===== src/design/lat_pkg.sv =====
// package: constants for the limit alarm and delay timer block
package lat_pkg;
  localparam int unsigned CLK_HZ         = 250000000;
  localparam int unsigned TICK_PERIOD_MS = 10;
  localparam int unsigned TICK_CYCLES    = CLK_HZ / 1000 * TICK_PERIOD_MS;
  localparam int unsigned LIMIT_W        = 16;
  localparam int unsigned PRESET_W       = 14;
  localparam logic [13:0] PRESET_MAX     = 14'h270f;
  localparam logic [13:0] COUNT_RST      = 14'h0000;
  localparam logic [15:0] LIMIT_MAX      = 16'hffff;
  localparam logic [3:0]  ALARM_RST      = 4'h0;
  localparam logic [31:0] TICK_CNT_RST   = 32'h0000_0000;
endpackage


===== src/design/lat_delay_if.sv =====
// interface: one delay timer's control and result
`timescale 1ns/10ps
`default_nettype none
interface lat_delay_if;
  logic        enable;
  logic [13:0] preset;
  logic        out;
  modport ctrl  (output enable, output preset, input out);
  modport timer (input enable, input preset, output out);
endinterface
`default_nettype wire


===== src/design/lat_delay_timer.sv =====
// module: delay timer usable as on-delay or off-delay
`timescale 1ns/10ps
`default_nettype none
module lat_delay_timer #(
  parameter bit OFF_DELAY = 1'b0
) (
  // clock and reset
  input  wire logic   core_clk,
  input  wire logic   rst,
  input  wire logic   sync_clr,
  // timing strobes
  input  wire logic   scan_en,
  input  wire logic   tick,
  // control and result
  lat_delay_if.timer  dly
);
  logic [13:0] count_reg;
  logic [13:0] count_next;
  logic        out_reg;
  logic        out_next;
  logic        tick_seen_reg;
  logic        tick_seen_next;
  logic        run;
  logic [13:0] preset_sat;

  assign dly.out = out_reg;

  always_comb begin
    count_next     = count_reg;
    out_next       = out_reg;
    tick_seen_next = tick_seen_reg | tick;
    preset_sat     = (dly.preset > lat_pkg::PRESET_MAX) ? lat_pkg::PRESET_MAX : dly.preset;
    // timing runs while the input sits in the delaying state
    run = OFF_DELAY ? ~dly.enable : dly.enable;
    if (scan_en) begin
      // this scan uses any pending tick; keeping it would count it twice
      tick_seen_next = 1'b0;
      if (!run) begin
        // delaying state left: clear elapsed time
        count_next = lat_pkg::COUNT_RST;
        out_next   = OFF_DELAY;
      end else begin
        // one tick between scans is caught; a second tick before the next scan is lost
        if ((tick_seen_reg | tick) && count_reg < preset_sat) begin
          count_next = count_reg + 14'h0001;
        end
        if (count_next >= preset_sat) begin
          out_next = ~OFF_DELAY;
        end
      end
    end
    if (sync_clr) begin
      count_next     = lat_pkg::COUNT_RST;
      out_next       = 1'b0;
      tick_seen_next = 1'b0;
    end
  end

  always_ff @(posedge core_clk or posedge rst) begin
    if (rst) begin
      count_reg     <= lat_pkg::COUNT_RST;
      out_reg       <= 1'b0;
      tick_seen_reg <= 1'b0;
    end else begin
      count_reg     <= count_next;
      out_reg       <= out_next;
      tick_seen_reg <= tick_seen_next;
    end
  end
endmodule
`default_nettype wire


===== src/design/lat_top.sv =====
// module: limit alarm, off/on delay timers and single-scan pulse
// Function
// - while enabled, compare monitored word against four thresholds, drive four alarms
// - thresholds are unsigned 16-bit words, 0 to 65535, from constant or memory
// - upper-upper implies upper; lower-lower implies lower
// - upper alarms on value >= limit; lower alarms on value <= limit
// - alarm enable off drives all four alarms off
// - off-delay output asserts in the same scan its enable goes active
// - off-delay output holds for preset hundredths after enable drops, then clears
// - off-delay re-enable before expiry clears count, output stays on
// - off-delay preset in hundredths, 0 to 9999
// - on-delay output clears in the same scan its enable drops
// - on-delay output asserts after enable held for preset; early drop clears count
// - on-delay preset in hundredths, 0 to 9999
// - single-scan pulse output high for one scan on enable rising edge
`timescale 1ns/10ps
`default_nettype none
module lat_top (
  // clock and reset
  input  wire logic        core_clk,
  input  wire logic        rst,
  input  wire logic        sync_clr,
  // scan strobe
  input  wire logic        scan_en,
  // limit alarm
  input  wire logic        alarm_enable,
  input  wire logic [15:0] monitored_value,
  input  wire logic [15:0] upper_upper_limit,
  input  wire logic [15:0] upper_limit,
  input  wire logic [15:0] lower_limit,
  input  wire logic [15:0] lower_lower_limit,
  output logic             upper_upper_alarm,
  output logic             upper_alarm,
  output logic             lower_alarm,
  output logic             lower_lower_alarm,
  // off-delay timer
  input  wire logic        off_delay_enable,
  input  wire logic [13:0] off_delay_preset,
  output logic             off_delay_out,
  // on-delay timer
  input  wire logic        on_delay_enable,
  input  wire logic [13:0] on_delay_preset,
  output logic             on_delay_out,
  // single-scan pulse
  input  wire logic        pulse_enable,
  output logic             single_scan_pulse
);
  //////////////////////////////////////////////////////////////////////////////
  // hundredth-second tick
  // restarts only on reset or clear, so a delay may end up to one hundredth early:
  // the tick is not realigned when a timer starts
  // a tick is one cycle wide
  logic [31:0] tick_cnt_reg;
  logic [31:0] tick_cnt_next;
  logic        tick_reg;
  logic        tick_next;

  always_comb begin
    tick_next     = 1'b0;
    tick_cnt_next = tick_cnt_reg + 32'h0000_0001;
    if (tick_cnt_reg == 32'(lat_pkg::TICK_CYCLES - 1)) begin
      tick_cnt_next = lat_pkg::TICK_CNT_RST;
      tick_next     = 1'b1;
    end
    if (sync_clr) begin
      tick_cnt_next = lat_pkg::TICK_CNT_RST;
      tick_next     = 1'b0;
    end
  end

  always_ff @(posedge core_clk or posedge rst) begin
    if (rst) begin
      tick_cnt_reg <= lat_pkg::TICK_CNT_RST;
      tick_reg     <= 1'b0;
    end else begin
      tick_cnt_reg <= tick_cnt_next;
      tick_reg     <= tick_next;
    end
  end

  //////////////////////////////////////////////////////////////////////////////
  // limit alarm, updated once per scan
  typedef struct packed {
    logic upper_upper;
    logic upper;
    logic lower;
    logic lower_lower;
  } lat_alarm_s;

  // one compare serves both directions by swapping the operands
  function automatic logic at_or_above(input logic [15:0] v, input logic [15:0] lim);
    at_or_above = (v >= lim);
  endfunction

  lat_alarm_s alarm_reg;
  lat_alarm_s alarm_next;

  always_comb begin
    alarm_next = alarm_reg;
    if (scan_en) begin
      if (!alarm_enable) begin
        // no power flow: all off whatever the value
        alarm_next = lat_alarm_s'(lat_pkg::ALARM_RST);
      end else begin
        // ordering is not checked, so nesting is forced explicitly
        alarm_next.upper_upper = at_or_above(monitored_value, upper_upper_limit);
        alarm_next.upper       = at_or_above(monitored_value, upper_limit) | alarm_next.upper_upper;
        alarm_next.lower_lower = at_or_above(lower_lower_limit, monitored_value);
        alarm_next.lower       = at_or_above(lower_limit, monitored_value) | alarm_next.lower_lower;
      end
    end
    if (sync_clr) begin
      alarm_next = lat_alarm_s'(lat_pkg::ALARM_RST);
    end
  end

  always_ff @(posedge core_clk or posedge rst) begin
    if (rst) begin
      alarm_reg <= lat_alarm_s'(lat_pkg::ALARM_RST);
    end else begin
      alarm_reg <= alarm_next;
    end
  end

  assign upper_upper_alarm = alarm_reg.upper_upper;
  assign upper_alarm       = alarm_reg.upper;
  assign lower_alarm       = alarm_reg.lower;
  assign lower_lower_alarm = alarm_reg.lower_lower;

  //////////////////////////////////////////////////////////////////////////////
  // delay timers, each with its own counter
  // both share the one tick but keep their own count and output,
  // so neither sees the other's elapsed time; enables and presets
  // are taken only on scans, one tick in between is remembered
  lat_delay_if off_if ();
  lat_delay_if on_if ();

  assign off_if.enable = off_delay_enable;
  assign off_if.preset = off_delay_preset;
  assign on_if.enable  = on_delay_enable;
  assign on_if.preset  = on_delay_preset;

  lat_delay_timer #(.OFF_DELAY(1'b1)) u_off_delay_timer (
    .core_clk (core_clk),
    .rst      (rst),
    .sync_clr (sync_clr),
    .scan_en  (scan_en),
    .tick     (tick_reg),
    .dly      (off_if.timer)
  );

  lat_delay_timer #(.OFF_DELAY(1'b0)) u_on_delay_timer (
    .core_clk (core_clk),
    .rst      (rst),
    .sync_clr (sync_clr),
    .scan_en  (scan_en),
    .tick     (tick_reg),
    .dly      (on_if.timer)
  );

  assign off_delay_out = off_if.out;
  assign on_delay_out  = on_if.out;

  //////////////////////////////////////////////////////////////////////////////
  // single-scan pulse (rising edge coil)
  // power flow seen at the last scan; clear counts as off, so flow already
  // high at the first scan after reset gives one pulse
  typedef enum logic {
    LAT_FLOW_OFF,
    LAT_FLOW_ON
  } lat_flow_e;

  lat_flow_e prev_flow_reg;
  lat_flow_e prev_flow_next;
  logic      pulse_reg;
  logic      pulse_next;

  always_comb begin
    prev_flow_next = prev_flow_reg;
    pulse_next     = pulse_reg;
    if (scan_en) begin
      pulse_next = 1'b0;
      case (prev_flow_reg)
        LAT_FLOW_OFF: begin
          if (pulse_enable) begin
            prev_flow_next = LAT_FLOW_ON;
            pulse_next     = 1'b1;
          end
        end
        LAT_FLOW_ON: begin
          if (!pulse_enable) begin
            prev_flow_next = LAT_FLOW_OFF;
          end
        end
        default: begin
          // unreachable; fall back to off so a bad state cannot pulse
          prev_flow_next = LAT_FLOW_OFF;
        end
      endcase
    end
    if (sync_clr) begin
      prev_flow_next = LAT_FLOW_OFF;
      pulse_next     = 1'b0;
    end
  end

  always_ff @(posedge core_clk or posedge rst) begin
    if (rst) begin
      prev_flow_reg <= LAT_FLOW_OFF;
      pulse_reg     <= 1'b0;
    end else begin
      prev_flow_reg <= prev_flow_next;
      pulse_reg     <= pulse_next;
    end
  end

  assign single_scan_pulse = pulse_reg;
endmodule
`default_nettype wire


===== config.mk =====
export PLATFORM = sky130hd
export DESIGN_NAME = lat_top
export DESIGN_NICKNAME = d
export VERILOG_FILES = /design/src/design/lat_pkg.sv /design/src/design/lat_delay_if.sv /design/src/design/lat_delay_timer.sv /design/src/design/lat_top.sv
export SDC_FILE = /design/constraint.sdc
export NUM_CORES = 1
export LEC_CHECK = 0
export BUFFER_PORTS_ARGS = -buffer_cell sky130_fd_sc_hd__buf_4
export CAP_MARGIN = 10
export CORE_UTILIZATION = 42
export CTS_BUF_LIST = sky130_fd_sc_hd__clkbuf_4 sky130_fd_sc_hd__clkbuf_8 sky130_fd_sc_hd__clkbuf_16
export CTS_CLUSTER_SIZE = 25
export DETAILED_ROUTE_END_ITERATION = 6
export SLEW_MARGIN = 5
export SYNTH_ARGS = -nofsm -noshare
export SYNTH_HDL_FRONTEND = slang
export SYNTH_SLANG_ARGS = --single-unit

===== constraint.sdc =====
create_clock -name core_clk -period 8.17 [get_ports core_clk]
set_clock_uncertainty 0.2 [all_clocks]
set_input_delay 1.2255 -clock core_clk [delete_from_list [all_inputs] [get_ports core_clk]]
set_output_delay 1.2255 -clock core_clk [all_outputs]
set_load 0.005 [all_outputs]

Word-level counts from Yosys, hierarchy flattened
Cells that the tools add are included. W data, S select, Z words.

Register bits after elaboration: 71. Bits of input ports: 116. Output and inout bits: 7. Word-level logic and storage cells: 78.

Add/sub/neg operators: 3. $lt $le $gt $ge: 10. Equal/unequal tests: 2. Muxes and demuxes: 39. Bitwise operators: 4. Reductions and logical operators: 6.

Operators by type and width (count): $mux W14 (14); $ge A16 B16 Y1 (4); $mux W32 (2); $add A32 B1 Y32 const B (1); $eq A32 B22 Y1 const B (1); $add A14 B1 Y14 const B (2); $ge A14 B14 Y1 (2); $gt A14 B14 Y1 const B (2); $lt A14 B14 Y1 (2); $mux W1 (20); $mux W4 (3); $or A1 B1 Y1 (4); $reduce_and A2 Y1 (2); $ne A3 B2 Y1 const B (1); $reduce_bool A3 Y1 (1); $logic_and A1 B1 Y1 (2); $reduce_bool A2 Y1 (1).

Logic depth before layout (Yosys ltp)
Gate-level depths: netlist (run 1).

Word-level depth: 12. Mapped depth: 21. Mapped depth without buffers: 20.

Cells and area by module
Synthesis (run 1) repeated with hierarchy kept, for this count alone.

Cells, all modules: 866. Area, all modules: 7053.0 µm².

By module, submodules not included: lat_top (times used 1, cells each 410, area an instance 3372.0 µm², seq. area each 975.9 µm²); lat_delay_timer (u_on_delay_timer) (times used 1, cells each 228, area an instance 1886.8 µm², seq. area each 400.4 µm²); lat_delay_timer (u_off_delay_timer) (times used 1, cells each 228, area an instance 1794.2 µm², seq. area each 400.4 µm²).

Least setup slack after synthesis (run 1)
No wires, ideal clock.

Path kind: input port to flip-flop. Start point: in off_delay_preset[7]. End point: reg u_off_delay_timer.out_reg, in the netlist u_off_delay_timer.dly.out. Setup time: 0.087 ns. Arrival: 5.163 ns. Required time: 7.883 ns. Path slack: 2.720 ns. Cell stages on the path: 17. Buffers on the path: 0. Path through: nor4_1 nor2_1 nor2_1 nand2_1 ha_1 a21o_1 maj3_1 a31o_2 nor4_1 nand3_1 xnor2_1 ha_1 a21oi_1 o21ai_0 and3_1 o311a_1 a211oi_2.

Cells in the longest elaborated chain, start to end: 10.

RTL lines: start, declared (line lat_top.sv:38) `input wire logic [13:0] off_delay_preset,`; $gt A14 B14 Y1 (line lat_delay_timer.sv:32) `preset_sat = (dly.preset > lat_pkg::PRESET_MAX) ? lat_pkg::PRESET_MAX : dly.preset;`; $mux W14 (*) (line lat_delay_timer.sv:32); $lt A14 B14 Y1 (line lat_delay_timer.sv:44) `if ((tick_seen_reg | tick) && count_reg < preset_sat) begin`; $logic_and A1 B1 Y1 (line lat_delay_timer.sv:44); $mux W14 (line lat_delay_timer.sv:44); $mux W14 (line lat_delay_timer.sv:38) `if (!run) begin`; $mux W14 (line lat_delay_timer.sv:35) `if (scan_en) begin`; $ge A14 B14 Y1 (*) (line lat_delay_timer.sv:47) `if (count_next >= preset_sat) begin`; $reduce_bool A3 Y1 (no source line) (*); $reduce_and A2 Y1 (no source line) (*); end signal, assigned (line lat_delay_timer.sv:66) `out_reg <= out_next;`; end, declared (line lat_delay_timer.sv:19) `logic out_reg;`.

Every way passes the cells marked *; elsewhere a longest branch is shown, timed or not. The select of a mux whose other input is x is not followed. A chain may end at the register's enable or synchronous reset.

Final worst setup path (run 1)
Ends and elaborated chain as after synthesis.

==> results of run 1 <==
logic make-up (layout without fill, tap and decap cells):
family                     count (synthesis)  in the layout  synth area share [%]
xor gates and xnor gates                  52             52                  6.65
adders and majority gates                115            115                  20.9
and+or+nand+nor                          280            280                  21.0
buffers and inverters                     93            211                  5.32
AOI/OAI and AO/OA                        195            195                  19.3
muxes                                      5              5                 0.822
DFF                                       71             71                  25.9
worst min path at each step:
| stage | endpoint | slack (ps) | cells past startpoint | from |
|---|---|---|---|---|
| after floorplan | u_off_delay_timer.tick_seen_reg | 250 | 2 | u_off_delay_timer.tick_seen_reg |
| after global routing | u_off_delay_timer.tick_seen_reg | 330 | 2 | u_off_delay_timer.tick_seen_reg |
| final | upper_upper_alarm | 290 | 2 | upper_upper_alarm |
| after CTS | upper_upper_alarm | 300 | 2 | upper_upper_alarm |
| after detailed placement | u_off_delay_timer.tick_seen_reg | 280 | 2 | u_off_delay_timer.tick_seen_reg |
| after global placement | u_off_delay_timer.tick_seen_reg | 270 | 2 | u_off_delay_timer.tick_seen_reg |
per-layer routing:
layer  track usage (%)  share of wire (%)
met1              25.7                 47
met2              34.5                 46
met3              5.49                6.1
met4              4.17                1.2
met5                 0                  0
tightest hold or removal path: cells and delay by family, from the launching register on:
kind	cells	cell delay [ps]
compound gates	1	60
flops	1	350
simple gates	1	50
synth_stat cells (2+ instances only):
master and instances:
a31oi_1 13, xnor2_1 34, and2_1 4, nand3_1 29, a221oi_1 3, o21ai_1 2, nand2_1 55, o21a_1 7
xor2_1 18, maj3_1 2, or3_1 8, clkbuf_1 19, a41oi_1 4, a21o_1 27, a21oi_1 38, o2111ai_1 4
o211ai_1 4, a22o_1 8, inv_1 72, ha_1 113, o21ai_0 51, nor4_1 8, nand4_1 17, a21oi_2 2
nor4b_1 4, o211ai_2 2, a2111oi_0 2, a221oi_2 2, nor2b_1 9, buf_6 2, or2_2 2, or4_1 2
mux2i_1 3, dfrtp_1 71, and4_1 12, o31ai_1 11, a211oi_1 4, or3_4 2, and3_1 11, nor3_1 11
nand2b_1 13, nor2_1 84
per-stage QoR:
step	worst slack (ps)	std cells	hold slack, ps	power, mW
5_1_grt	1970	1145	326	1.05
3_5_place_dp	2050	1130	277	0.556
6_report	2350	1145	287	1.00
4_1_cts	2360	1145	297	1.02
3_3_place_gp	2190	1130	265	0.555
2_1_floorplan	2720	811	247	0.472
power breakdown:
part           leakage [nW]  switching [mW]  total (mW)  internal [mW]
Combinational          3.00          0.0955       0.188         0.0924
Sequential            0.986         0.00409       0.360          0.356
Clock                 0.165           0.148       0.453          0.305
final cells by class:
class	count	area share, %
clock buffers	10	2.88
clock inverters	5	1.28
inverters	72	3.25
multi-input cells	647	56.7
flip-flops and latches	71	21.4
well taps	216	3.25
repair buffers	124	11.2
==> results.md, run 1 <==
* CP startpoint kind: primary input
* Cells after synthesis at 811
* Std-Cell Rows at 46
* Max Slew Vio Count at 0
* DRC Markers at 0
* EDFF count, synth at 0
* Post-synthesis sequential area ratio at 25.9%
* Most frequent cells in the layout: buf_4, ha_1, nor2_1
* Synthesized flop and latch total at 71
* Worst Hold Class: flip-flop to flip-flop
* GRT overflow at 0
* Pwr Density at around 120 nW/µm²
* Multi-input logic area at between 4000 and 5000 µm²
* Buf/Inv on CP at 1
* Placed wire-length estimate at 13200 µm
* Initial antenna violation count at 0
* Peak supply drop at between 100 and 150 µV
* GR Util All Layers at approximately 20%
* Nets at between 1k and 1.5k
* CTS tree: yes
* Register area at between 1500 and 2000 µm²
* Placer Congestion at between 0.8 and 0.9
* Starting Density at 43.1%
* CP arrival at just under 6000 ps
* Achievable Freq at 0.172 GHz
* Post-route antenna net violation count at 0
* Leading post-synthesis cells by cell area: dfrtp_1, ha_1, nor2_1, xnor2_1, inv_1
* Setup Fix Bufs, Post-CTS at 0
* Cells on worst reg2reg path at 14
* Max FFs per register at 32
* Start point of the critical path: off_delay_preset[7]
* Layout cells sized above 1 at between 10% and 20%
* Yosys warnings at 0
* Unrepaired setup endpoints after global routing: no
* CTS sink cnt at 71
* CTS H-tree depth at 3
* CTS Root Cell: clkbuf_16
* Top Family by Delay on Critical Path: simple AND/OR/NAND/NOR gates
* Critical path depth at 18
* Leakage power at between 4 and 5 nW
* Synth cell types at 64
* DR pass1 iterations at 4
* Post-synth top area share at 25.9%
* Worst-path maximum fanout at 8
* Max stage delay on crit path at ~640 ps
* Cts hold-fix bufs at 0
* Critical Path RT at between 8000 and 9000 ps
* Fin util at 52.3%
* DIE AREA at 16800 µm²
* Predominant post-synthesis flop cell: dfrtp_1
* Final period utilization at 71.3%
* Syn_nets at 1040
* CTS Buf Count at 9
* WL final at 16500 µm
* Hold Vio Cnt, Final at 0
* Core ar. at 15900 µm²
* Post-synth ARST share at 100%
* Mean Syn Cell Area at between 8 and 9 µm²
* MaxCap Viol Count at 0
* Final setup vio count at 0
* Worst setup EP type: flip-flop
* Starting DRT DRC Count at between 200 and 250
* Routed WL per cell at 14.4 µm
* Slowest cell on crit path: nor4_1
* DP Area at around 8000 µm²
* Clk slew on worst S/H paths at 60 ps
* Final Instance Area at slightly above 8000 µm²
* Inserted Diodes at 0
* Worst slew pin tran at between 1000 and 1500 ps
* Fillers at around 1.6k
* Vias at between 5k and 6k
* CTS max path bufs at 2
* CP Cell Sequence: buf_4 > nor4_1 > nor2_1 > nor2_1 > nand2_1 > ha_1 > a21o_1 > maj3_1 > a31o_2 > nor4_1 > nand3_1 > xnor2_1 > ha_1 > a21oi_1 > o21ai_0 > and3_1 > o311a_1 > a211oi_2
* Clock Latency Late Sink at approximately 330 ps
* Vias in the first global route at 5738
* Crit path to: u_off_delay_timer.dly.out
* Status: finished, final reports clean
* Crit Path Category: primary input to flip-flop
* Most common cell after layout, fill and taps aside: buf_4
* Cell taking the most area after synthesis: dfrtp_1
* R2r endpoint: u_off_delay_timer.dly.out
* Port bufs at 122
* Chip height at roughly 130 µm
* Largest net degree at the start of global routing at a little over 70
* First-pass GRT wire length at between 20000 and 30000 µm
* Post-CTS Resized at 0
* Rel. slew slack at between 30% and 40%
* Syn Std Cell Area at a little under 7000 µm²
* R2R Path Start: u_off_delay_timer.count_reg[11]
* Post-route setup TNS at 0 ps
* Final Critical Period at between 5000 and 6000 ps
* Die width at about 130 µm
* IO Count at 123
* Area growth from synthesis to final layout at 21.2%
* Post-DR vias/cell at about 5.2
* Worst R2R Setup Slack at around 3800 ps
No activity file was read; power rests on OpenSTA's default activity.
==> inputs of run 2 (changes only) <==
Settings changed: ABC_AREA set to 1.
Clock period 8.17 ns to 5.57 ns, I/O delays scaled along.
==> results.md, run 2 <==
* Status: finished, final reports clean (unchanged)
* Post-route setup TNS at 0 ps (unchanged)
* Starting Density at 42.8% (was 43.1%)
* CTS max path bufs at 2 (unchanged)
* Routed WL per cell at 12.9 µm (was 14.4 µm)
* Clk slew on worst S/H paths at 60 ps (about the same)
* Post-synthesis compound-gate area fraction at 12.2% (was 19.3%)
* Inserted Diodes at 0 (unchanged)
* Most common cell in the netlist: inv_1 (was ha_1)
* Layout cells sized above 1 at 16.8% (was 17.5%)
* Synthesized flop and latch total at 71 (unchanged)
* Post-synthesis mux area share at 0% (was 0.822%)
* Rel. slew slack at 31.2% (was 31.3%)
* DR pass1 iterations at 6 (was 4)
* MaxCap Viol Count at 0 (unchanged)
* Achievable Freq at ~0.21 GHz
* Pwr Density at 160 nW/µm² (was 121 nW/µm²)
* Peak supply drop at 119 µV (was 109 µV)
* Post-route antenna net violation count at 0 (unchanged)
* Placed wire-length estimate at 13700 µm (was 13200 µm)
* EDFF count, synth at 0 (unchanged)
* Synth cell types at 48 (was 64)
* Cell taking the most area after synthesis: dfrtp_1 (unchanged)
* Setup Fix Bufs, Post-CTS at 0 (unchanged)
* CP startpoint kind: primary input (unchanged)
* Final setup vio count at 0 (unchanged)
* Post-Synth Simple-Gate Area at 26.3% (was 21.0%)
* CP arrival at 4780 ps (was 5860 ps)
* Max FFs per register at 32 (unchanged)
* IO Count at 123 (unchanged)
* Chip height at 129 µm (was 130 µm)
* Hold Vio Cnt, Final at 0 (unchanged)
* Dpl cells at 1248 (was 1130)
* Initial antenna violation count at 0 (unchanged)
* GR Util All Layers at 20.8% (was 20.3%)
* Unrepaired setup endpoints after global routing: no (unchanged)
* Post-CTS Resized at 0 (unchanged)
* Predominant post-synthesis flop cell: dfrtp_1 (unchanged)
* Post-synth top area share at 26.2% (was 25.9%)
* Leading post-synthesis cells by cell area: dfrtp_1, ha_1, inv_1, nand2_1, nor2_1 (was dfrtp_1, ha_1, nor2_1, xnor2_1, inv_1)
* CTS sink cnt at 71 (unchanged)
* Register area at 1780 µm² (unchanged)
* Post-synth ARST share at 100% (unchanged)
* Std-Cell Rows at 46 (unchanged)
* Port bufs at 122 (unchanged)
* First-pass GRT wire length at 27700 µm (was 27100 µm)
* Worst-path maximum fanout at 11 (was 8)
* Final Critical Period at between 4000 and 5000 ps
* Placer Congestion at 0.820 (was 0.810)
* Starting DRT DRC Count at 289 (was 214)
* Max Slew Vio Count at 0 (unchanged)
* Mean Syn Cell Area at 7.38 µm² (was 8.45 µm²)
* Fillers at 1595 (was 1591)
* Largest net degree at the start of global routing at 51 (was 72)
* DIE AREA at 16700 µm² (was 16800 µm²)
* Worst Hold Class: flip-flop to flip-flop (unchanged)
* Final Instance Area at 8210 µm² (was 8300 µm²)
* Non-filler cells, final at 1264 (was 1145)
* Cts hold-fix bufs at 0 (unchanged)
* CTS Root Cell: clkbuf_16 (unchanged)
* Adder-Cell Fraction of Synth Area at 20.9% (about the same)
* CTS Buf Count at 9 (unchanged)
* Core ar. at 15800 µm² (was 15900 µm²)
* Max stage delay on crit path at 440 ps (was 640 ps)
* Worst slew pin tran at 1030 ps (about the same)
* Top cells by count, synth: inv_1, nand2_1, ha_1 (was ha_1, nor2_1, inv_1)
* Critical Path RT at 5640 ps (was 8210 ps)
* Most frequent cells in the layout: inv_1, nand2_1, buf_4 (was buf_4, ha_1, nor2_1)
* Post-DR vias/cell at 4.83 (was 5.20)
* Area growth from synthesis to final layout at 21.1% (was 21.2%)
* Slowest cell on crit path: a2111oi_2 (was nor4_1)
* Clock Latency Late Sink at 330 ps (about the same)
* DP Area at 7930 µm² (was 7960 µm²)
* Critical Path Most Common Cell: nand2_1
* WL final at 16400 µm (was 16500 µm)
* Leakage power at 4.34 nW (was 4.15 nW)
* Vias at 6110 (was 5957)
* Largest family of logic cells by synthesized area: simple AND/OR/NAND/NOR gates (unchanged)
* Nets at 1272 (was 1154)
* Worst setup EP type: flip-flop (unchanged)
* Cells after synthesis at 918 (was 811)
* Yosys warnings at 0 (unchanged)
* Crit Path Category: primary input to flip-flop (unchanged)
* Vias in the first global route at 6035 (was 5738)
* DRC Markers at 0 (unchanged)
* Post-synthesis sequential area ratio at 26.2% (was 25.9%)
* Syn Std Cell Area at 6780 µm² (was 6850 µm²)
* GRT overflow at 0 (unchanged)
* CTS tree: yes (unchanged)
* Final period utilization at around 85%
* Syn_nets at 1147 (was 1040)
* CTS H-tree depth at 3 (unchanged)
* Synth Area in XOR/XNOR at 3.88% (was 6.65%)
* Die width at 129 µm (was 130 µm)
* Multi-input logic area at 4290 µm² (was 4710 µm²)
## run 2: changes by cell type after synthesis, moves of 11 or more
| cell | change |
|---|---|
| nor3_1 | +14 |
| and4_1 | -12 |
| clkbuf_1 | -12 |
| xnor2_1 | -31 |
| inv_1 | +98 |
| o21ai_0 | -26 |
| a31oi_1 | -11 |
| a21o_1 | -21 |
| o22ai_1 | +18 |
| nand2_1 | +114 |
| nand2b_1 | -13 |
## run 2: worst paths after layout
check                                         startpoint                         to  slack [ps]  cells after the start
max                                  off_delay_preset[5]  u_off_delay_timer.dly.out         860                     26
min                                        prev_flow_reg          single_scan_pulse         260                      1
max reg2reg                u_on_delay_timer.count_reg[5]   u_on_delay_timer.dly.out        1700                     26
min reg2reg                                prev_flow_reg          single_scan_pulse         260                      1
max in group asynchronous                            rst           tick_cnt_reg[11]        3720                      3
min in group asynchronous                            rst              prev_flow_reg         570                      2
## run 2: kinds of logic (layout without fill, tap and decap cells)
family / count (synthesis) / count (layout)
buffers and inverters: 184 / 314
AO/OA/AOI/OAI: 137 / 137
AND/OR/NAND/NOR: 383 / 383
flip-flops: 71 / 71
adder cells (fa/ha/maj): 113 / 113
XOR/XNOR: 30 / 30
## run 2: area by class of cell
type,instances,share of cell area (%)
tap,216,3.29
clock buffer,10,2.84
sequential,71,21.6
multi-input combinational,663,52.3
inverter,174,8.02
timing repair buffer,124,11.3
clock inverter,6,0.564
## run 2: worst max-delay path: cells and delay by family
family | cells | cell delay, ps
simple gates | 16 | 1800
fa+ha+maj | 2 | 610
buf+inv | 2 | 180
xor+xnor | 1 | 180
compound gates | 5 | 1170
## run 2: where the power goes
| group | switching [mW] | total (mW) | leakage, nW | internal [mW] |
|---|---|---|---|---|
| clock | 0.223 | 0.531 | 0.132 | 0.308 |
| sequential | 0.00394 | 0.525 | 0.985 | 0.521 |
| combinational | 0.132 | 0.255 | 3.22 | 0.123 |
| total | 0.359 | 1.31 | 4.34 | 0.952 |
## run 2: layer usage
metal | vias to the layer above | share of wire (%) | GRT usage, %
met5 | - | 0 | 0
met4 | 0 | 0.71 | 3.94
met3 | 7 | 4.4 | 4.13
met2 | 112 | 46 | 36.1
met1 | 2699 | 49 | 26.9
li1 | 3292 | - | -
## run 2: per-stage QoR
stage	utilization [%]	setup WS, ps	hold WS, ps	total power, mW
final	51.8	861	256	1.31
after global routing	51.8	349	266	1.39
after CTS	51.8	885	252	1.33
after detailed placement	50.1	549	256	0.792
after global placement	50.1	574	249	0.790
after floorplan	-	1100	233	0.678
